--- config.mk ---
export PLATFORM = sky130hd
export DESIGN_NAME = config_boot_and_soft_error_ctrl
export DESIGN_NICKNAME = d
export VERILOG_FILES = /design/src/shared/cfg_boot_pkg.sv /design/src/core/crc32_step.sv /design/src/core/config_boot_and_soft_error_ctrl.sv
export VERILOG_INCLUDE_DIRS = /design/src /design/src/shared
export SDC_FILE = /design/constraint.sdc
export NUM_CORES = 1
export LEC_CHECK = 0
export BUFFER_PORTS_ARGS = -buffer_cell sky130_fd_sc_hd__buf_2
export CORE_MARGIN = 3
export CORE_UTILIZATION = 55
export DETAILED_ROUTE_END_ITERATION = 6
export HOLD_SLACK_MARGIN = 0.06
export PLACE_DENSITY = 0.79
export SLEW_MARGIN = 20
export SYNTH_ARGS = -nofsm -noshare
export SYNTH_HDL_FRONTEND = slang
export SYNTH_HIERARCHICAL = 1
export SYNTH_SLANG_ARGS = --single-unit
--- constraint.sdc ---
create_clock -name ref_clk -period 4.97 [get_ports ref_clk]
set_input_delay 0.7455 -clock ref_clk [delete_from_list [all_inputs] [get_ports ref_clk]]
set_output_delay 0.7455 -clock ref_clk [all_outputs]
set_load 0.01 [all_outputs]
--- src/shared/cfg_boot_cfg.svh ---
// constants for the configuration boot and soft error controller
`ifndef CFG_BOOT_CFG_SVH
`define CFG_BOOT_CFG_SVH
// --------------------------------------------------------------
// clock figures
// --------------------------------------------------------------
`define REF_CLK_KHZ 200000
`define MCLK_INIT_KHZ 3100
`define MCLK_DEFAULT_KHZ 2500
`define OSC_NOMINAL_KHZ 130000
// --------------------------------------------------------------
// stream words and fields
// --------------------------------------------------------------
`define W_SYNC 32'hBDB3_0000
`define W_CLKSEL 32'hC10C_0000
`define W_VERSION 32'hAE50_0000
`define W_END 32'hE0D0_0000
`define OP_MASK 32'hFFFF_0000
`define CLKSEL_DIV_LSB 0
`define CLKSEL_DIV_W 8
`define CRC_INIT 32'hFFFF_FFFF
`define CRC_POLY 32'h04C1_1DB7
`define ZERO8 8'h00
`endif

--- src/shared/cfg_boot_pkg.sv ---
// types shared by the configuration boot controller
`default_nettype none
package cfg_boot_pkg;
    typedef enum logic [2:0] {
        ST_IDLE, ST_LOAD, ST_CHECK, ST_FALLBACK, ST_USER
    } boot_state_t;
    typedef enum logic [1:0] {
        SCAN_OFF, SCAN_RUN, SCAN_HIT
    } scan_state_t;
endpackage
`default_nettype wire

--- src/core/crc32_step.sv ---
// one word step of the stream integrity crc
`timescale 1ns/1ps
`default_nettype none
`include "cfg_boot_cfg.svh"
module crc32_step (
    input wire logic [31:0] crc_in, // running remainder
    input wire logic [31:0] data_in, // incoming word
    output logic [31:0] crc_out // updated remainder
);
    // bitwise loop over the word, msb first
    always_comb
    begin
        logic [31:0] c;
        c = crc_in;
        for (int i = 31; i >= 0; i--)
        begin
            if (c[31] ^ data_in[i])
                c = {c[30:0], 1'b0} ^ `CRC_POLY;
            else
                c = {c[30:0], 1'b0};
        end
        crc_out = c;
    end
endmodule
`default_nettype wire

--- src/core/config_boot_and_soft_error_ctrl.sv ---
// configuration loader: master clock, stream crc, dual boot, io hold, soft error scan
// Notes on behaviour
// - master clock starts at initial frequency
// - switch to selected rate after clock word
// - no selection in stream gives default rate
// - oscillator and master clock run continuously
// - oscillator selectable as user clock source
// - crc computed over received configuration stream
// - background scan while user logic runs
// - upset in user mode raises error output
// - hold io pins during field update
// - bad new image reloads golden and retries
// - reboot or fallback by trigger, no power cycle
`timescale 1ns/1ps
`default_nettype none
`include "cfg_boot_cfg.svh"
module config_boot_and_soft_error_ctrl
    import cfg_boot_pkg::*;
#(
    parameter int SCAN_WORDS = 64, // configuration memory words scanned per pass
    parameter logic [31:0] GOLDEN_BASE = 32'h0000_0000, // golden image location
    parameter logic [31:0] UPDATE_BASE = 32'h0010_0000, // new image location
    parameter logic [15:0] EXPECT_VER = 16'h0001 // accepted version number
) (
    input wire logic ref_clk, // 200 MHz system clock
    input wire logic resetn, // async reset, low active
    input wire logic reboot_req, // pulse: triggered reconfiguration
    input wire logic boot_new_image, // level: try update image on reboot
    input wire logic io_hold_during_update, // level: freeze pins on reconfig
    input wire logic [31:0] cfg_data, // stream word from storage
    input wire logic cfg_valid, // stream word strobe
    output logic [31:0] image_addr, // storage start address being loaded
    output logic image_fetch, // level: reading an image
    input wire logic soft_error_scan_en, // level: enable background scan
    input wire logic [31:0] mem_word, // configuration memory word at scan index
    input wire logic [31:0] mem_ref, // stored reference for that word
    output logic [$clog2(SCAN_WORDS)-1:0] scan_idx, // word being scanned
    input wire logic user_clk_sel_osc, // level: pick oscillator for user tree
    input wire logic user_clk_alt, // alternate user clock source
    input wire logic osc_clk, // internal oscillator
    output logic user_clk_src, // user clock tree source
    output logic config_master_clock, // master configuration clock
    output logic config_done, // level: user mode
    output logic io_freeze, // level: output pins held
    output logic crc_error, // level: last load failed crc
    output logic soft_error // level: upset seen in user mode
);
    localparam logic [31:0] INIT_DIV = 32'(`REF_CLK_KHZ / (2 * `MCLK_INIT_KHZ));
    localparam logic [31:0] DEF_DIV = 32'(`REF_CLK_KHZ / (2 * `MCLK_DEFAULT_KHZ));
    localparam int IW = $clog2(SCAN_WORDS);

    boot_state_t state_r;
    scan_state_t scan_r;
    logic [31:0] crc_r, crc_nxt, div_r, div_cnt_r;
    logic clk_sel_seen_r, tried_golden_r, ver_ok_r, crc_chk_r;
    logic word_sync, word_clk, word_ver, word_end;

    crc32_step u_crc (
        .crc_in(crc_r),
        .data_in(cfg_data),
        .crc_out(crc_nxt)
    );

    // --------------------------------------------------------------
    // stream decode
    // --------------------------------------------------------------
    assign word_sync = cfg_valid && ((cfg_data & `OP_MASK) == `W_SYNC);
    assign word_clk = cfg_valid && ((cfg_data & `OP_MASK) == `W_CLKSEL);
    assign word_ver = cfg_valid && ((cfg_data & `OP_MASK) == `W_VERSION);
    assign word_end = cfg_valid && ((cfg_data & `OP_MASK) == `W_END);

    // boot sequencer; a failed update image drops back to golden once
    always_ff @(posedge ref_clk or negedge resetn)
    begin
        if (!resetn)
        begin
            state_r <= ST_LOAD;
            tried_golden_r <= 1'b1;
        end
        else
        begin
            case (state_r)
                ST_IDLE: state_r <= ST_LOAD;
                ST_LOAD: if (word_end) state_r <= ST_CHECK;
                ST_CHECK:
                    if (crc_chk_r && ver_ok_r)
                        state_r <= ST_USER;
                    else if (!tried_golden_r)
                        state_r <= ST_FALLBACK;
                    else
                        state_r <= ST_IDLE; // golden bad too: retry golden
                ST_FALLBACK:
                begin
                    tried_golden_r <= 1'b1;
                    state_r <= ST_LOAD;
                end
                ST_USER:
                    if (reboot_req)
                    begin
                        tried_golden_r <= !boot_new_image;
                        state_r <= ST_LOAD;
                    end
                default: state_r <= ST_IDLE;
            endcase
        end
    end

    // image address follows which copy is being tried; images kept apart
    always_ff @(posedge ref_clk or negedge resetn)
    begin
        if (!resetn)
            image_addr <= GOLDEN_BASE;
        else if (state_r == ST_USER && reboot_req)
            image_addr <= boot_new_image ? UPDATE_BASE : GOLDEN_BASE;
        else if (state_r == ST_FALLBACK)
            image_addr <= GOLDEN_BASE;
    end

    // crc over every stream word before the end word; the end word carries the low 16 bits of the expected remainder
    always_ff @(posedge ref_clk or negedge resetn)
    begin
        if (!resetn)
        begin
            crc_r <= `CRC_INIT;
            crc_chk_r <= 1'b0;
            ver_ok_r <= 1'b0;
        end
        else if (state_r != ST_LOAD)
            crc_r <= `CRC_INIT;
        else if (word_end)
            crc_chk_r <= (crc_r[15:0] == cfg_data[15:0]);
        else if (cfg_valid)
        begin
            crc_r <= crc_nxt;
            if (word_ver)
                ver_ok_r <= (cfg_data[15:0] == EXPECT_VER);
        end
    end

    // --------------------------------------------------------------
    // master clock divider
    // --------------------------------------------------------------
    always_ff @(posedge ref_clk or negedge resetn)
    begin
        if (!resetn)
        begin
            div_r <= INIT_DIV;
            clk_sel_seen_r <= 1'b0;
        end
        else if (state_r == ST_LOAD && word_sync)
            clk_sel_seen_r <= 1'b0;
        else if (state_r == ST_LOAD && word_clk
                 && cfg_data[`CLKSEL_DIV_LSB +: `CLKSEL_DIV_W] != `ZERO8)
        begin
            div_r <= {24'h00_0000, cfg_data[`CLKSEL_DIV_LSB +: `CLKSEL_DIV_W]};
            clk_sel_seen_r <= 1'b1;
        end
        else if (state_r == ST_LOAD && word_end && !clk_sel_seen_r)
            div_r <= DEF_DIV;
    end

    // free-running toggle; never gated by state
    always_ff @(posedge ref_clk or negedge resetn)
    begin
        if (!resetn)
        begin
            div_cnt_r <= 32'h0000_0000;
            config_master_clock <= 1'b0;
        end
        else if (div_cnt_r + 32'h0000_0001 >= div_r)
        begin
            div_cnt_r <= 32'h0000_0000;
            config_master_clock <= !config_master_clock;
        end
        else
            div_cnt_r <= div_cnt_r + 32'h0000_0001;
    end

    // oscillator offered to the user tree once configured; a clock mux, kept glue-free
    assign user_clk_src = (config_done && user_clk_sel_osc) ? osc_clk : user_clk_alt;

    // --------------------------------------------------------------
    // status and io freeze
    // --------------------------------------------------------------
    always_ff @(posedge ref_clk or negedge resetn)
    begin
        if (!resetn)
        begin
            config_done <= 1'b0;
            io_freeze <= 1'b0;
            crc_error <= 1'b0;
            image_fetch <= 1'b1;
        end
        else
        begin
            config_done <= (state_r == ST_CHECK && crc_chk_r && ver_ok_r)
                        || (state_r == ST_USER && !reboot_req);
            image_fetch <= (state_r != ST_USER) || reboot_req;
            if (state_r == ST_USER && reboot_req)
                io_freeze <= io_hold_during_update;
            else if (state_r == ST_CHECK && crc_chk_r && ver_ok_r)
                io_freeze <= 1'b0;
            if (state_r == ST_CHECK)
                crc_error <= !crc_chk_r;
        end
    end

    // --------------------------------------------------------------
    // background soft error scan
    // --------------------------------------------------------------
    always_ff @(posedge ref_clk or negedge resetn)
    begin
        if (!resetn)
        begin
            scan_r <= SCAN_OFF;
            scan_idx <= '0;
        end
        else
        begin
            case (scan_r)
                SCAN_OFF:
                begin
                    scan_idx <= '0;
                    if (soft_error_scan_en && state_r == ST_USER)
                        scan_r <= SCAN_RUN;
                end
                SCAN_RUN:
                    if (!soft_error_scan_en || state_r != ST_USER)
                        scan_r <= SCAN_OFF;
                    else if (mem_word != mem_ref)
                        scan_r <= SCAN_HIT;
                    else if (scan_idx == IW'(SCAN_WORDS - 1))
                        scan_idx <= '0;
                    else
                        scan_idx <= scan_idx + IW'(1);
                SCAN_HIT: scan_r <= SCAN_RUN; // keep scanning after a hit
                default: scan_r <= SCAN_OFF;
            endcase
        end
    end

    // sticky error, cleared only by a new load
    always_ff @(posedge ref_clk or negedge resetn)
    begin
        if (!resetn)
            soft_error <= 1'b0;
        else if (scan_r == SCAN_HIT && state_r == ST_USER)
            soft_error <= 1'b1;
        else if (state_r == ST_LOAD)
            soft_error <= 1'b0;
    end
endmodule
`default_nettype wire

==> reports/metrics.cfg <==
[cells_and_area]
nFillCells=1203
final_nets=1099
areaGrowthSynthToFinish_pct=14.4
layout-drive-gt1-share_pct=25.2
fin_area_um2=9580
final_cell_count_no_fill=1173

[timing]
setup_ws_ps=756
final_slew_viol_count=0
setup_violations=0
period_share_pct=84.8
hold_viol_final=0
max_slew_margin_pct=41.6
max_freq_ghz=0.237
clock_skew_ps=11.9
unrepaired_setup_endpoints_after_global_routing=no
timing.setup.tns_ps=0
period_minus_slack_ps=4210
tightestPinTransition_ps=875

[setup_path]
rrSetupSlack_ps=760
timing.critical_path.required_ps=5200
slowest_stage=sky130_fd_sc_hd__xnor3_2
r2r_cells=10
startpoint_type=register
critPathTopFamily=XOR/XNOR gates
timing.critical_path.cells=xor2_4, xnor3_2, xnor3_4, xor2_4, xnor3_2, xnor2_2, xor3_2, xnor2_1, nand2_1, nand3_1
regToRegStartpoint=crc_r[29]
worst-setup-path-type=reg -> reg
cp-end-kind=register
worstPathMaxFanout=8
r2r_end=crc_r[11]
arrival_ps=4440
worst_path_max_stage_delay_ps=590
worstPathBufferInverterCount=0

[route]
detail_route.first_pass.iterations=5
vias=6319
ant_nets=0
detail_route.iter0.violations=476
routed_wire_per_std_cell_um=18.2
detail_routed_via_count_per_cell=5.39
routed_wirelength_um=21400
detail_route.drc_violations=0

[clocking]
cts.sink_count=94
cts.reportedPaths.clkPinSlew_ps=80
clock_tree.htree_level_count=3
ctsHoldBuffers=0
clk_path_buf_depth=2
postCtsSetupRepairBufs=0
cts_resized=0
ctsRootBufferMaster=sky130_fd_sc_hd__clkbuf_16
cts-buffers-inserted=9
tritoncts=done
insertion_delay_ps=350

[yosys]
postSynthCellCount=821
synth_edf_count=0
postSynth.asyncResetShare_pct=100
register_bit_total_from_synthesis=94
post_synthesis_cell_area_um2=8370
postSynthAreaPerCell_um2=10.2
yosysUniqueCellTypes=72
ys_dominant_reg_cell=sky130_fd_sc_hd__dfrtp_1
synth_seq_area_share_pct=28.6
yosys_warnings=6

[worst_hold_path]
hold-path-endpoint=config_master_clock
hold_path.class=reg -> reg
hp_start=config_master_clock
hold_depth=1

[grt]
grt_start_max_net_pins=58
grt_antenna_before_repair=0
combined_global_route_utilization_of_all_metal_layers_pct=26.5
overflow=0
vias_in_the_first_global_route=6162
grt_pass1_wl_um=33600

[floorplan]
boundaryPins=151
floorplan.die.height_um=129
die_width_um=129
rows=44
core-area_um2=14700
die-area_um2=16700
floorplan.initialDensity_pct=56.9

[place]
dp_worst_setup_slack_ps=446
gpl.final_weighted_congestion=1.02
dpl.hpwl_um=17300
dp_cells=1156
portbufs=119
dpl-instance-area_um2=9280

[flow_run]
drv.max_cap_violation_count=0

[status]
outcome=completed

## per-layer routing
layer | vias to the layer above | global-route usage [%] | part of all wire [%]
met2 | 219 | 41.4 | 46
met5 | - | 0 | 0
met1 | 3056 | 37.7 | 44
met3 | 31 | 5.77 | 7.8
li1 | 3013 | - | -
met4 | 0 | 6.67 | 1.9
## stage by stage
step / utilization [%] / hold WS [ps]
global placement: 63.1 / 452
detailed placement: 63.1 / 459
finish: 65.1 / 471
CTS: 65.1 / 469
global route: 65.1 / 502
floorplan: - / 439
## how the worst max path moves through the flow
stage / to / slack, ps / from / cells past startpoint
finish: crc_r[11] / 760 / crc_r[29] / 10
global route: crc_r[16] / 600 / cfg_data[27] / 11
CTS: crc_r[11] / 770 / crc_r[29] / 10
detailed placement: crc_r[11] / 450 / cfg_data[29] / 11
global placement: crc_r[16] / 550 / cfg_data[27] / 11
floorplan: crc_r[8] / 800 / cfg_data[31] / 10
## registers in the layout, summed over array words and instances (netlist names)
name	cells
crc_error	1
div_r	8
image_fetch	1
clk_sel_seen_r	1
scan_r	2
ver_ok_r	1
state_r	3
config_done	1
tried_golden_r	1
io_freeze	1
crc_chk_r	1
crc_r	32
scan_idx	6
image_addr	1
config_master_clock	1
div_cnt_r	32
soft_error	1
## placed cells by master (no fill, tap or decap), types with 3 or more instances in the layout
cell type and instances:
sky130_fd_sc_hd__nand4_1 13, sky130_fd_sc_hd__conb_1 55, sky130_fd_sc_hd__nand2_1 113, sky130_fd_sc_hd__nor4_1 17
sky130_fd_sc_hd__xor2_1 77, sky130_fd_sc_hd__mux2_2 5, sky130_fd_sc_hd__dfrtp_1 58, sky130_fd_sc_hd__nand4b_1 4
sky130_fd_sc_hd__a31oi_1 3, sky130_fd_sc_hd__xnor3_2 12, sky130_fd_sc_hd__and3_1 6, sky130_fd_sc_hd__ha_1 10
sky130_fd_sc_hd__nand3b_1 3, sky130_fd_sc_hd__nand3_1 53, sky130_fd_sc_hd__buf_4 23, sky130_fd_sc_hd__xnor2_1 173
sky130_fd_sc_hd__o22ai_1 3, sky130_fd_sc_hd__o21ai_0 16, sky130_fd_sc_hd__inv_6 4, sky130_fd_sc_hd__xor2_2 4
sky130_fd_sc_hd__a21o_1 4, sky130_fd_sc_hd__xnor2_2 7, sky130_fd_sc_hd__buf_2 118, sky130_fd_sc_hd__clkbuf_16 9
sky130_fd_sc_hd__inv_1 17, sky130_fd_sc_hd__nor3_1 5, sky130_fd_sc_hd__o31ai_1 3, sky130_fd_sc_hd__nand2b_1 8
sky130_fd_sc_hd__nor2b_1 10, sky130_fd_sc_hd__dfstp_2 36, sky130_fd_sc_hd__a21oi_1 13, sky130_fd_sc_hd__xnor3_1 30
sky130_fd_sc_hd__nor2_1 21
## logic make-up after synthesis
logic type,after synthesis,synth area share [%]
xor+xnor,313,42.9
simple gates,276,17.3
flops,94,28.6
compound gates,61,4.77
buf+inv,61,4.23
fa+ha+maj,10,1.49
mux,5,0.673
other cells,1,0.0448
## area by class of cell
class | instances | area (um^2) | share of cell area, %
diodes | 1 | 2.50 | 0.0261
repair buffers | 141 | 763 | 7.97
flip-flops and latches | 94 | 2400 | 25.0
well taps | 184 | 230 | 2.40
inverters | 17 | 63.8 | 0.666
clock inverters | 7 | 70.1 | 0.732
clock buffers | 9 | 225 | 2.35
multi-input cells | 720 | 5820 | 60.8
## synthesized netlist by cell type, drive strengths merged (7+ instances only)
cell type  instances  area share, %
a21oi             13           0.78
and3               7           0.54
buf               36            3.1
clkbuf             8           0.36
dfrtp             58             17
dfstp             36             11
ha                10            1.5
inv               17           0.76
nand2            115            5.2
nand2b             8           0.60
nand3             54            3.3
nand4             16            1.6
nor2              22           0.99
nor2b             10           0.75
nor4              21            2.1
o21ai             18            1.1
xnor2            181             20
xnor3             44             12
xor2              83            9.5
Power is not shown: default switching activity piles up to over one toggle a cycle in this logic, so the estimate is an artifact.
